==> config.mk <==
export PLATFORM = sky130hd
export DESIGN_NAME = disk_status_flags
export DESIGN_NICKNAME = d
export VERILOG_FILES = /design/src/core/disk_status_pkg.sv /design/src/core/disk_status_flags.sv /design/src/core/task_byte_reg.sv
export SDC_FILE = /design/constraint.sdc
export NUM_CORES = 1
export LEC_CHECK = 0
export BUFFER_PORTS_ARGS = -buffer_cell sky130_fd_sc_hd__buf_2
export CORE_ASPECT_RATIO = 2
export CORE_MARGIN = 1.5
export CORE_UTILIZATION = 53
export CTS_CLUSTER_DIAMETER = 200
export DETAILED_ROUTE_END_ITERATION = 10
export GPL_ROUTABILITY_DRIVEN = 0
export GPL_TIMING_DRIVEN = 0
export PLACE_DENSITY = 0.95
export SYNTH_ARGS = -nofsm -noshare
export SYNTH_HDL_FRONTEND = slang
export SYNTH_SLANG_ARGS = --single-unit
==> constraint.sdc <==
create_clock -name mclk -period 4.1 [get_ports mclk]
set_input_delay 0.82 -clock mclk [delete_from_list [all_inputs] [get_ports mclk]]
set_output_delay 0.82 -clock mclk [all_outputs]
set_load 0.02 [all_outputs]
==> src/core/disk_status_pkg.sv <==
package disk_status_pkg;

   localparam int ADDR_W = 8;
   localparam int TASK_REGS = 5;

   // register byte offsets
   localparam logic [ADDR_W-1:0] OFS_DATA = 8'h00;
   localparam logic [ADDR_W-1:0] OFS_ERROR = 8'h04;
   localparam logic [ADDR_W-1:0] OFS_TASK0 = 8'h08;
   localparam logic [ADDR_W-1:0] OFS_STATUS = 8'h1C;
   localparam logic [ADDR_W-1:0] OFS_DEVCTRL = 8'h20;

   // task register indices, at OFS_TASK0 + 4 * index
   localparam int TR_SECCNT = 0;
   localparam int TR_SECNUM = 1;
   localparam int TR_CYLLO = 2;
   localparam int TR_CYLHI = 3;
   localparam int TR_DEVHEAD = 4;

   // status byte fields
   localparam int ST_BUSY = 7;
   localparam int ST_DATAREQ = 3;
   localparam int ST_ERR = 0;

   // device control fields
   localparam int DC_SOFTRST = 2;

   // command codes
   localparam logic [7:0] CMD_PACKET = 8'hA0;
   localparam logic [7:0] CMD_SERVICE = 8'hA2;
   localparam logic [7:0] CMD_DEVRESET = 8'h08;

   // reset values
   localparam logic [7:0] ERROR_RST = 8'h00;
   localparam logic [7:0] TASK_RST = 8'h00;
   localparam logic [7:0] DEVCTRL_RST = 8'h00;

   // command packet length in 16-bit words
   localparam int PKT_WORDS = 6;
   localparam int CNT_W = 16;

   typedef logic [TASK_REGS-1:0][7:0] taskBytes_t;

   typedef struct packed {
      logic [7:0] code;
      logic [7:0] features;
      taskBytes_t taskRegs;
   } cmdParams_t;

   typedef struct packed {
      logic busy;
      logic dataReq;
      logic err;
   } flags_t;

   typedef enum logic [1:0] {
      XFER_PIO_IN,
      XFER_PIO_OUT,
      XFER_DMA
   } xferKind_t;

endpackage

==> src/core/disk_status_flags.sv <==
// Implementation choices: the register offsets and the APB slave port.
`timescale 1ns/1ps
// Overview of operation
// - after a command write, busy or data request stays set until completion or release
// - data request rises, with busy cleared, when a PIO word is ready to move
// - during a DMA data phase busy and data request are both held set
// - data request clears on the last word of the data transfer
// - for a packet command data request clears on the last packet word
// - error flag sets when the command fails while busy or data request is set outside the soft-reset phase
// - for packet and service commands the error bit means check condition
// - error register content is valid whenever the error flag reads one
// - error flag freezes the error register, and the task registers against device loads, until new command or reset
// - error flag clears on new command, soft reset bit, or hardware reset
// - on unrecoverable error the engine's error outputs land in the task registers
// - a status read clears a pending interrupt
// - status is read-only; a write to its address writes the command register
module disk_status_flags
   import disk_status_pkg::*;
#(
   parameter int PACKET_WORDS = PKT_WORDS
) (
   input wire logic mclk,
   input wire logic reset,
   input wire logic psel,
   input wire logic penable,
   input wire logic pwrite,
   input wire logic [ADDR_W-1:0] paddr,
   input wire logic [31:0] pwdata,
   output logic [31:0] prdata,
   output logic pready,
   output logic pslverr,
   output logic cmdValid,
   output cmdParams_t cmdParams,
   input wire logic engXferReq,
   input wire xferKind_t engXferKind,
   input wire logic [CNT_W-1:0] engWords,
   input wire logic engDone,
   input wire logic engRelease,
   input wire logic engFail,
   input wire logic [7:0] engErrCode,
   input wire taskBytes_t engResult,
   output logic pioStrobe,
   output logic pioWrite,
   output logic [15:0] pioWrData,
   input wire logic [15:0] pioRdData,
   output logic packetDone,
   output logic dmarq,
   input wire logic dmackN,
   input wire logic dmaWordDone,
   output flags_t flags,
   output logic intrq
);

   typedef enum logic [2:0] {
      PH_IDLE,
      PH_BUSY,
      PH_PIO,
      PH_PACKET,
      PH_DMA,
      PH_SOFTCLR
   } phase_t;

   phase_t state_r, state_nxt;
   logic [CNT_W-1:0] cnt_r, cnt_nxt;
   logic [7:0] error_r, features_r, devCtrl_r, cmdCode_r;
   logic errFlag_r, errFlag_nxt;
   logic intPend_r;
   logic dmackMeta_r, dmackSync_r;
   logic pready_r, pslverr_r;
   logic [31:0] prdata_r;
   logic cmdValid_r, pioStrobe_r, pioWrite_r, packetDone_r, dmarq_r;
   logic [15:0] pioWrData_r;
   flags_t flags_r;
   taskBytes_t taskVal;

   // bus decode
   logic setup, access, wrAcc, rdAcc;
   logic hitData, hitError, hitStatus, hitDevCtrl, hitTask, mapped;
   logic [ADDR_W-1:0] taskOfs;
   logic [2:0] taskIdx;
   logic idle, softRst;

   assign setup = psel & ~penable;
   assign access = psel & penable & pready_r;
   assign wrAcc = access & pwrite;
   assign rdAcc = access & ~pwrite;
   assign taskOfs = paddr - OFS_TASK0;
   assign taskIdx = taskOfs[4:2];
   assign hitData = paddr == OFS_DATA;
   assign hitError = paddr == OFS_ERROR;
   assign hitStatus = paddr == OFS_STATUS;
   assign hitDevCtrl = paddr == OFS_DEVCTRL;
   assign hitTask = (paddr >= OFS_TASK0) && (paddr < OFS_STATUS) && (paddr[1:0] == 2'b00);
   assign mapped = hitData | hitError | hitStatus | hitDevCtrl | hitTask;
   assign idle = state_r == PH_IDLE;
   assign softRst = devCtrl_r[DC_SOFTRST];

   // command acceptance: busy or data request ignores all but the device reset code
   logic cmdWr, cmdAccept, pktCmd;
   assign cmdWr = wrAcc & hitStatus;
   assign cmdAccept = cmdWr & ~softRst & (idle | (pwdata[7:0] == CMD_DEVRESET));
   assign pktCmd = pwdata[7:0] == CMD_PACKET;

   // data-phase word events
   logic pioAcc, dmaWord, lastWord, inData;
   assign inData = (state_r == PH_PIO) | (state_r == PH_PACKET);
   assign pioAcc = access & hitData & inData;
   assign dmaWord = (state_r == PH_DMA) & dmaWordDone & ~dmackSync_r;
   assign lastWord = cnt_r == CNT_W'(1);

   // failure counts only while busy or data request is up outside the soft-reset phase (PH_SOFTCLR)
   logic failEv, doneEv, errLoad, normLoad;
   assign failEv = engFail & ~idle & (state_r != PH_SOFTCLR);
   assign doneEv = engDone & (state_r == PH_BUSY);
   assign errLoad = failEv;
   assign normLoad = doneEv & ~errFlag_r;

   always_comb begin
      state_nxt = state_r;
      cnt_nxt = cnt_r;
      errFlag_nxt = errFlag_r;
      if (softRst) begin
         state_nxt = PH_SOFTCLR;
         errFlag_nxt = 1'b0;
      end else if (cmdAccept) begin
         errFlag_nxt = 1'b0;
         if (pktCmd) begin
            state_nxt = PH_PACKET;
            cnt_nxt = CNT_W'(PACKET_WORDS);
         end else begin
            state_nxt = PH_BUSY;
         end
      end else if (failEv) begin
         state_nxt = PH_IDLE;
         errFlag_nxt = 1'b1;
      end else begin
         unique case (state_r)
            PH_IDLE: begin
               state_nxt = PH_IDLE;
            end
            PH_SOFTCLR: begin
               state_nxt = PH_IDLE;
            end
            PH_BUSY: begin
               if (engXferReq && engWords != '0) begin
                  state_nxt = (engXferKind == XFER_DMA) ? PH_DMA : PH_PIO;
                  cnt_nxt = engWords;
               end else if (engDone || engRelease) begin
                  state_nxt = PH_IDLE;
               end
            end
            PH_PIO, PH_PACKET: begin
               if (pioAcc) begin
                  cnt_nxt = cnt_r - CNT_W'(1);
                  if (lastWord) begin
                     state_nxt = PH_BUSY;
                  end
               end
            end
            PH_DMA: begin
               if (dmaWord) begin
                  cnt_nxt = cnt_r - CNT_W'(1);
                  if (lastWord) begin
                     state_nxt = PH_BUSY;
                  end
               end
            end
            default: begin
               state_nxt = PH_IDLE;
            end
         endcase
      end
   end

   // flag outputs follow the next phase so they stand with it
   flags_t flagsNxt;
   assign flagsNxt.busy = (state_nxt == PH_BUSY) | (state_nxt == PH_SOFTCLR) |
                          (state_nxt == PH_DMA);
   assign flagsNxt.dataReq = (state_nxt == PH_PIO) | (state_nxt == PH_PACKET) |
                             (state_nxt == PH_DMA);
   assign flagsNxt.err = errFlag_nxt;

   // interrupt raised when a PIO data block is ready or the command completes or fails
   logic intSet, intClr;
   assign intSet = (doneEv | failEv | (state_r == PH_BUSY && state_nxt == PH_PIO)) & ~softRst;
   assign intClr = rdAcc & hitStatus;

   // the error bit doubles as check condition for packet and service commands
   logic [7:0] statusByte;
   always_comb begin
      statusByte = 8'h00;
      statusByte[ST_BUSY] = flags_r.busy;
      statusByte[ST_DATAREQ] = flags_r.dataReq;
      statusByte[ST_ERR] = flags_r.err;
   end

   logic [7:0] rdByte;
   logic [31:0] rdWord;
   always_comb begin
      rdByte = 8'h00;
      if (hitError) begin
         rdByte = error_r;
      end else if (hitTask) begin
         rdByte = taskVal[taskIdx];
      end else if (hitStatus || hitDevCtrl) begin
         rdByte = statusByte;
      end
      rdWord = hitData ? {16'h0000, pioRdData} : {24'h00_0000, rdByte};
   end

   // task registers: host writes only when idle, device loads gated by the freeze
   genvar gi;
   generate
      for (gi = 0; gi < TASK_REGS; gi++) begin : g_task
         logic hostWrThis;
         assign hostWrThis = wrAcc & hitTask & idle & (taskIdx == 3'(gi));
         task_byte_reg u_reg (
            .mclk(mclk),
            .reset(reset),
            .softClr(softRst),
            .hostWr(hostWrThis),
            .hostData(pwdata[7:0]),
            .devLoad(errLoad | normLoad),
            .frozen(errFlag_r),
            .devData(engResult[gi]),
            .value(taskVal[gi])
         );
      end
   endgenerate

   always_ff @(posedge mclk) begin
      if (reset) begin
         state_r <= PH_IDLE;
         cnt_r <= '0;
         errFlag_r <= 1'b0;
         flags_r <= '0;
      end else begin
         state_r <= state_nxt;
         cnt_r <= cnt_nxt;
         errFlag_r <= errFlag_nxt;
         flags_r <= flagsNxt;
      end
   end

   // error register only changes on a failure or a reset, so it stays frozen after a failure
   always_ff @(posedge mclk) begin
      if (reset || softRst) begin
         error_r <= ERROR_RST;
      end else if (errLoad && !errFlag_r) begin
         error_r <= engErrCode;
      end
   end

   always_ff @(posedge mclk) begin
      if (reset) begin
         devCtrl_r <= DEVCTRL_RST;
         features_r <= TASK_RST;
         cmdCode_r <= 8'h00;
      end else begin
         if (wrAcc && hitDevCtrl) begin
            devCtrl_r <= pwdata[7:0];
         end
         if (wrAcc && hitError && idle) begin
            features_r <= pwdata[7:0];
         end
         if (cmdAccept) begin
            cmdCode_r <= pwdata[7:0];
         end
      end
   end

   // a set in the same cycle as a status read keeps the interrupt pending
   always_ff @(posedge mclk) begin
      if (reset || softRst) begin
         intPend_r <= 1'b0;
      end else if (intSet) begin
         intPend_r <= 1'b1;
      end else if (intClr) begin
         intPend_r <= 1'b0;
      end
   end

   always_ff @(posedge mclk) begin
      if (reset) begin
         dmackMeta_r <= 1'b1;
         dmackSync_r <= 1'b1;
      end else begin
         dmackMeta_r <= dmackN;
         dmackSync_r <= dmackMeta_r;
      end
   end

   // bus answer: data latched at setup, pready high in the first access cycle
   always_ff @(posedge mclk) begin
      if (reset) begin
         pready_r <= 1'b0;
         pslverr_r <= 1'b0;
         prdata_r <= 32'h0000_0000;
      end else begin
         pready_r <= setup;
         pslverr_r <= setup & ~mapped;
         prdata_r <= (setup && !pwrite) ? rdWord : 32'h0000_0000;
      end
   end

   always_ff @(posedge mclk) begin
      if (reset) begin
         cmdValid_r <= 1'b0;
         pioStrobe_r <= 1'b0;
         pioWrite_r <= 1'b0;
         pioWrData_r <= 16'h0000;
         packetDone_r <= 1'b0;
         dmarq_r <= 1'b0;
      end else begin
         cmdValid_r <= cmdAccept;
         pioStrobe_r <= pioAcc;
         pioWrite_r <= pioAcc ? pwrite : pioWrite_r;
         pioWrData_r <= (pioAcc && pwrite) ? pwdata[15:0] : pioWrData_r;
         packetDone_r <= pioAcc & lastWord & (state_r == PH_PACKET);
         dmarq_r <= state_nxt == PH_DMA;
      end
   end

   assign prdata = prdata_r;
   assign pready = pready_r;
   assign pslverr = pslverr_r;
   assign cmdValid = cmdValid_r;
   assign cmdParams.code = cmdCode_r;
   assign cmdParams.features = features_r;
   assign cmdParams.taskRegs = taskVal;
   assign pioStrobe = pioStrobe_r;
   assign pioWrite = pioWrite_r;
   assign pioWrData = pioWrData_r;
   assign packetDone = packetDone_r;
   assign dmarq = dmarq_r;
   assign flags = flags_r;
   assign intrq = intPend_r;

endmodule

==> src/core/task_byte_reg.sv <==
`timescale 1ns/1ps
module task_byte_reg
   import disk_status_pkg::*;
(
   input wire logic mclk,
   input wire logic reset,
   input wire logic softClr,
   input wire logic hostWr,
   input wire logic [7:0] hostData,
   input wire logic devLoad,
   input wire logic frozen,
   input wire logic [7:0] devData,
   output logic [7:0] value
);

   logic [7:0] value_r;
   logic devTake;

   // device-side update is blocked while the error outputs must stand
   assign devTake = devLoad & ~frozen;
   assign value = value_r;

   always_ff @(posedge mclk) begin
      if (reset || softClr) begin
         value_r <= TASK_RST;
      end else if (devTake) begin
         value_r <= devData;
      end else if (hostWr) begin
         value_r <= hostData;
      end
   end

endmodule

==> flow_metrics.env, run 1 <==
export IMPL_dp_cells=1116
export IMPL_vdd_drop_max_v=0.000333
export IMPL_synth_edf_count=0
export IMPL_netlist_area_um2=6310
export IMPL_cp_max_fo=10
export IMPL_p_leak_uw=0.00383
export IMPL_netlist_area_leader_share=0.409
export IMPL_p_per_area_nw_per_um2=371
export IMPL_rows=56
export IMPL_finalWirelength_um=22800
export IMPL_seq_power_share=0.412
export IMPL_setup_violations=0
export IMPL_start_util=0.542
export IMPL_setup_ws_ns=0.884
export IMPL_viasPerCell=6.12
export IMPL_fin_cells=1149
export IMPL_drtAntennaViolNets=0
export IMPL_post_cts_buffers=0
export IMPL_io_buffers=206
export IMPL_area_growth_pct=30.0
export IMPL_post_place_ws_ns=0.563
export IMPL_slew_headroom=0.464
export IMPL_wl_per_cell_um=19.8
export IMPL_clock_sinks=129
export IMPL_required_ns=4.43
export IMPL_p_int_uw=2340
export IMPL_timing_rr_start="state_r[1]$_SDFF_PP0_"
export IMPL_end_kind="register"
export IMPL_rsz0062_at_grt="false"
export IMPL_worst_pin_slew_ns=0.800
export IMPL_switching_power_uw=707
export IMPL_die_w_um=80.1
export IMPL_drtIter0Drc=669
export IMPL_ctsHoldBuffers=0
export IMPL_cts_buffers=17
export IMPL_ctsHtreeMaxLevel=4
export IMPL_root_buffer="clkbuf_16"
export IMPL_grt_max_degree=17
export IMPL_track_usage=0.359
export IMPL_nets=1125
export IMPL_yosysTopAreaCell="dfxtp_1"
export IMPL_tns_ns=0
export IMPL_grt_pass1_vias=6856
export IMPL_period_share=0.784
export IMPL_finalHoldViolations=0
export IMPL_clockBufferDepth=2
export IMPL_die_area_um2=12600
export IMPL_yosys_top_cells_area="dfxtp_1 (41%), mux2i_1 (8.7%), nand2_1 (5.5%), nor2_1 (5.3%), a211oi_1 (4.9%)"
export IMPL_yosys_warnings=0
export IMPL_boundaryPins=248
export IMPL_clk_latency_ns=0.42
export IMPL_p_comb_frac=0.065
export IMPL_ys_flop_type="dfxtp_1"
export IMPL_post_route_util=0.705
export IMPL_min_delay_start="pioWrData[2]$_SDFFE_PP0P_"
export IMPL_synth_cell_types=70
export IMPL_startpoint="paddr[1]"
export IMPL_clkPwrFrac=0.523
export IMPL_die_h_um=157
export IMPL_arrival_ns=3.55
export IMPL_p_sw_frac=0.232
export IMPL_grt_pass1_wl_um=34300
export IMPL_cts_tree="yes"
export IMPL_drive_above_1_share=0.285
export IMPL_core_area_um2=11600
export IMPL_syn_area_per_cell_um2=8.41
export IMPL_syn_inst=750
export IMPL_path_clk_slew_ns=0.06
export IMPL_startpoint_type="input port"
export IMPL_dr_pass1_iters=6
export IMPL_overflow=0
export IMPL_yosysSeqAreaShare=0.409
export IMPL_vias=7028
export IMPL_report_final_slew_viol_count=0
export IMPL_crit_type="in -> reg"
export IMPL_clock_fmax_ghz=0.311
export IMPL_min_path_type="reg -> reg"
export IMPL_outcome="finished clean"
export IMPL_grt_antenna_before_repair=1
export IMPL_fin_crit_ns=3.22
export IMPL_final_setup_skew_ns=0.00574
export IMPL_p_total_uw=3050
export IMPL_dp_hpwl_um=16700
export IMPL_post_route_drc_count=0
export IMPL_cts_repair_resized=0
export IMPL_ys_ff_latch=129
export IMPL_maxCapViolations=0
export IMPL_async_flop_share=0
-- flip-flops by register name (all words and copies together), names as in the netlist, 8 cells and up --
signal	flops
g_task.u_reg.value	40
error_r	8
prdata	16
features_r	8
pioWrData	16
cnt_r	16
cmdCode_r	8
-- path summary, 6_finish.rpt --
check | to | slack (ns) | cells past startpoint
max | cmdCode_r[0]$_SDFFE_PP0P_ | 0.88 | 7
min | pioWrData[2]$_SDFFE_PP0P_ | 0.45 | 2
max reg2reg | g_task[0].u_reg.value[2]$_SDFFE_PP0P_ | 1.06 | 7
min reg2reg | pioWrData[2]$_SDFFE_PP0P_ | 0.45 | 2
-- per-layer routing --
metal | global-route usage | vias to the layer above | wire length (µm) | part of all wire
met5 | 0 | - | 0 | 0
met2 | 0.652 | 486 | 12200 | 0.53
met1 | 0.350 | 3259 | 7460 | 0.33
li1 | - | 3146 | - | -
met3 | 0.0632 | 137 | 1530 | 0.067
met4 | 0.261 | 0 | 1650 | 0.072
-- layout by cell type (no fill, tap or decap), types with 4 or more instances in the layout --
cell type / count
dfxtp_1: 129
o21ai_0: 14
mux2i_1: 55
buf_4: 17
mux4_2: 4
nor4_1: 5
nand2_1: 92
a221oi_1: 6
conb_1: 16
or4_1: 7
nand2b_1: 7
a32o_1: 4
inv_1: 12
nor3_1: 16
a211oi_1: 41
clkbuf_16: 17
and2_1: 14
nand3_1: 21
clkbuf_1: 44
or2_2: 6
a21oi_1: 60
buf_2: 213
a22oi_1: 4
nor2b_1: 11
nor2_1: 89
nand4_1: 7
o32ai_1: 5
a31oi_1: 4
and3_1: 6
-- cells in the mapped netlist (11+ instances only) --
cell type	number
o21ai_0	14
and2_1	14
buf_4	17
nand3_1	21
nor2_1	89
inv_1	12
clkbuf_1	44
a21oi_1	60
a211oi_1	41
nor3_1	16
nand2_1	92
mux2i_1	55
nor2b_1	11
dfxtp_1	129
-- per-stage QoR --
stage / instance area [µm²] / hold WS, ns
after floorplan: 6360 / 0.389
after global placement: 7580 / 0.393
after detailed placement: 7580 / 0.410
after CTS: 8200 / 0.426
after global routing: 8200 / 0.463
final: 8200 / 0.451
-- logic make-up after synthesis --
logic type      Yosys count  synth area share
simple gates            295             0.222
fa+ha+maj                 2           0.00397
compound gates          176             0.193
other cells               1          0.000594
xor+xnor                  4           0.00555
flops                   129             0.409
mux                      59             0.102
buf+inv                  84            0.0639
-- final cells by class --
type | instances | area (µm²)
buffer | 72 | 358
antenna | 1 | 2.50
clock buffer | 20 | 467
tap | 145 | 181
timing repair buffer | 206 | 1030
inverter | 12 | 45.0
multi-input combinational | 552 | 3380
fill | 929 | 3430
clock inverter | 12 | 155
sequential | 129 | 2580
-- critical path, stage by stage --
cell and delay [ns]:
buf_2 0.10, nor4_1 0.68, nand4_1 0.44, nor2_1 0.74
clkbuf_1 0.47, nand2_1 0.11, a21oi_1 0.19
-- power by group through the flow --
stage	combinational [µW]	sequential [µW]	clock, µW
floorplan	97.9	1280	0
global placement	187	1280	0
detailed placement	190	1280	0
CTS	192	1260	1590
global route	210	1260	1650
finish	198	1260	1590
(Power assumes the default switching activity.)
==> inputs of run 2 (changes only) <==
--- a/config.mk
+++ b/config.mk
@@ -5,15 +5,16 @@
 export SDC_FILE = /design/constraint.sdc
 export NUM_CORES = 1
 export LEC_CHECK = 0
+export ABC_AREA = 1
 export BUFFER_PORTS_ARGS = -buffer_cell sky130_fd_sc_hd__buf_2
 export CORE_ASPECT_RATIO = 2
 export CORE_MARGIN = 1.5
-export CORE_UTILIZATION = 53
+export CORE_UTILIZATION = 44
 export CTS_CLUSTER_DIAMETER = 200
 export DETAILED_ROUTE_END_ITERATION = 10
 export GPL_ROUTABILITY_DRIVEN = 0
 export GPL_TIMING_DRIVEN = 0
-export PLACE_DENSITY = 0.95
+export PLACE_DENSITY = 0.86
 export SYNTH_ARGS = -nofsm -noshare
 export SYNTH_HDL_FRONTEND = slang
 export SYNTH_SLANG_ARGS = --single-unit
==> constraint.sdc (replaced) <==
create_clock -name mclk -period 2.88 [get_ports mclk]
set_input_delay 0.576 -clock mclk [delete_from_list [all_inputs] [get_ports mclk]]
set_output_delay 0.576 -clock mclk [all_outputs]
set_load 0.02 [all_outputs]
==> run 2 against run 1 <==
Via count increased by 0.47%; final cell count increased by 14%; synthesized area decreased by 2.2%; routed wire length decreased by 5.7%; cell area decreased by 0.24%; critical path depth increased by 3; register-to-register slack got worse by 0.44 ns; die area increased by 17%; largest cell class unchanged.
==> flow_metrics.env, run 2 <==
export IMPL_die_h_um=170
export IMPL_drive_above_1_share=0.289
export IMPL_outcome="finished clean"
export IMPL_root_buffer="clkbuf_16"
export IMPL_clock_fmax_ghz=0.443
export IMPL_dr_pass1_iters=5
export IMPL_p_comb_frac=0.063
export IMPL_p_leak_uw=0.00400
export IMPL_ctsHoldBuffers=0
export IMPL_layout_commonest_cell="buf_2"
export IMPL_viasPerCell=5.39
export IMPL_cts_tree="yes"
export IMPL_path_clk_slew_ns=0.06
export IMPL_dp_cells=1278
export IMPL_arrival_ns=2.61
export IMPL_overflow=0
export IMPL_clkPwrFrac=0.532
export IMPL_crit_type="reg -> reg"
export IMPL_clock_sinks=129
export IMPL_critical_path_top_delay_family="simple AND/OR/NAND/NOR gates"
export IMPL_netlist_area_leader_share=0.418
export IMPL_cp_depth=10
export IMPL_hold_ws_ns=0.340
export IMPL_dp_hpwl_um=16800
export IMPL_place_area_um2=7540
export IMPL_largest_reg_flops=40
export IMPL_vdd_drop_max_v=0.000398
export IMPL_clk_latency_ns=0.42
export IMPL_p_int_uw=3410
export IMPL_synth_common_cells="nand2_1 (140), nor2_1 (136), dfxtp_1 (129)"
export IMPL_maxCapViolations=0
export IMPL_synth_cell_types=44
export IMPL_crit_buf_inv=1
export IMPL_core_area_um2=13800
export IMPL_ys_ff_latch=129
export IMPL_hold_depth=2
export IMPL_die_area_um2=14800
export IMPL_report_final_slew_viol_count=0
export IMPL_final_cell_area_um2=8180
export IMPL_p_sw_frac=0.226
export IMPL_mostFrequentLayoutCells="buf_2 (225), nand2_1 (140), nor2_1 (136)"
export IMPL_cp_max_fo=10
export IMPL_drtAntennaViolNets=0
export IMPL_wl_per_cell_um=16.4
export IMPL_finalHoldViolations=0
export IMPL_yosysMostFrequentCell="nand2_1"
export IMPL_die_w_um=86.8
export IMPL_grt_antenna_before_repair=0
export IMPL_post_cts_buffers=0
export IMPL_rr_worst_depth=10
export IMPL_cts_buffers=17
export IMPL_yosys_top_cells_area="dfxtp_1 (42%), nand2_1 (8.5%), nor2_1 (8.3%), o21ai_0 (7.5%), a21oi_1 (7.1%)"
export IMPL_min_path_type="in -> reg"
export IMPL_boundaryPins=248
export IMPL_io_buffers=214
export IMPL_end_kind="register"
export IMPL_final_setup_skew_ns=0.00606
export IMPL_post_route_util=0.592
export IMPL_grt_pass1_wl_um=32700
export IMPL_startpoint_type="register"
export IMPL_setup_violations=0
export IMPL_netlist_area_um2=6170
export IMPL_ctsHtreeMaxLevel=4
export IMPL_rsz0062_at_grt="false"
export IMPL_grt_max_degree=17
export IMPL_cp_cell_sequence="nor2_1, nand2_1, nand3_1, nand2_1, nand2_2, buf_2, nand2_1, nor2_1, a21oi_1, a21oi_1"
export IMPL_grt_pass1_vias=6728
export IMPL_critPathMaxStageDelay_ns=0.36
export IMPL_async_flop_share=0
export IMPL_rows=61
export IMPL_clockBufferDepth=2
export IMPL_fin_cells=1310
export IMPL_nets=1243
export IMPL_period_share=0.784
export IMPL_yosysTopAreaCell="dfxtp_1"
export IMPL_finalWirelength_um=21500
export IMPL_area_growth_pct=32.6
export IMPL_syn_inst=860
export IMPL_cts_repair_resized=0
export IMPL_cp_common_cell="nand2_1"
export IMPL_start_util=0.447
export IMPL_seq_power_share=0.406
export IMPL_slew_headroom=0.579
export IMPL_diodes=0
export IMPL_tns_ns=0
export IMPL_post_route_drc_count=0
export IMPL_synth_edf_count=0
export IMPL_track_usage=0.290
export IMPL_required_ns=3.23
export IMPL_ys_flop_type="dfxtp_1"
export IMPL_syn_area_per_cell_um2=7.18
export IMPL_switching_power_uw=997
export IMPL_worst_pin_slew_ns=0.632
export IMPL_yosys_warnings=0
export IMPL_drtIter0Drc=537
export IMPL_yosysSeqAreaShare=0.418
export IMPL_vias=7061
export IMPL_p_per_area_nw_per_um2=539
export IMPL_cp_slowest_cell="dfxtp_1"
export IMPL_fin_crit_ns=2.26
==> run 2: changes by cell type after synthesis, moves of 10 or more <==
cell,change
a211oi_1,-41
a31oi_1,+21
nand2_1,+48
inv_2,+11
inv_1,+54
nor2_1,+47
and2_1,-14
o21ai_0,+79
a21oi_1,+28
clkbuf_1,-32
nor2b_1,-11
nand3_1,+10
mux2i_1,-55
==> run 2: final timing paths <==
kind / from / endpoint / slack [ns]
max: state_r[1]$_SDFF_PP0_ / g_task[0].u_reg.value[3]$_SDFFE_PP0P_ / 0.62
min: dmackN / dmackMeta_r$_SDFF_PP1_ / 0.34
max reg2reg: state_r[1]$_SDFF_PP0_ / g_task[0].u_reg.value[3]$_SDFFE_PP0P_ / 0.62
min reg2reg: dmackMeta_r$_SDFF_PP1_ / dmackSync_r$_SDFF_PP1_ / 0.42
==> run 2: layout make-up <==
type                            count  area, µm²
Inverter                           81        305
Clock inverter                     12        179
Clock buffer                       20        467
Timing Repair Buffer              214       1070
Multi-Input combinational cell    618       3050
Fill cell                        1278       5630
Buffer                             47        288
Tap cell                          189        236
Sequential cell                   129       2580
==> run 2: worst register-to-register path, cell delays in order (launching register included) <==
cell	delay, ns
dfxtp_1	0.36
nor2_1	0.22
nand2_1	0.14
nand3_1	0.23
nand2_1	0.15
nand2_2	0.19
buf_2	0.26
nand2_1	0.27
nor2_1	0.17
a21oi_1	0.05
a21oi_1	0.14
==> run 2: power by group through the flow <==
stage	Clock [µW]	Sequential, µW	Combinational, µW
floorplan	0	1830	134
global placement	0	1830	268
detailed placement	0	1830	270
CTS	2370	1790	272
global route	2430	1790	298
finish	2340	1790	277
==> run 2: cells by family after synthesis <==
group,Yosys count,share of synthesized area
AND/OR/NAND/NOR,346,0.242
buffers and inverters,128,0.0961
flip-flops,129,0.418
adder cells (fa/ha/maj),2,0.00405
XOR/XNOR,7,0.00993
other,1,0.000608
AO/OA/AOI/OAI,247,0.228
==> run 2: stage by stage <==
| step | total power (µW) | worst slack, ns |
|---|---|---|
| 5_1_grt | 4520 | 0.431 |
| 3_3_place_gp | 2100 | 0.388 |
| 4_1_cts | 4430 | 0.655 |
| 6_report | 4410 | 0.621 |
| 2_1_floorplan | 1960 | 0.970 |
| 3_5_place_dp | 2100 | 0.360 |
==> run 2: routing by layer <==
metal / track usage / wire, µm / vias up
li1: - / - / 3341
met1: 0.283 / 7090 / 3177
met2: 0.516 / 11300 / 434
met3: 0.0545 / 1530 / 109
met4: 0.237 / 1590 / 0
met5: 0 / 0 / -
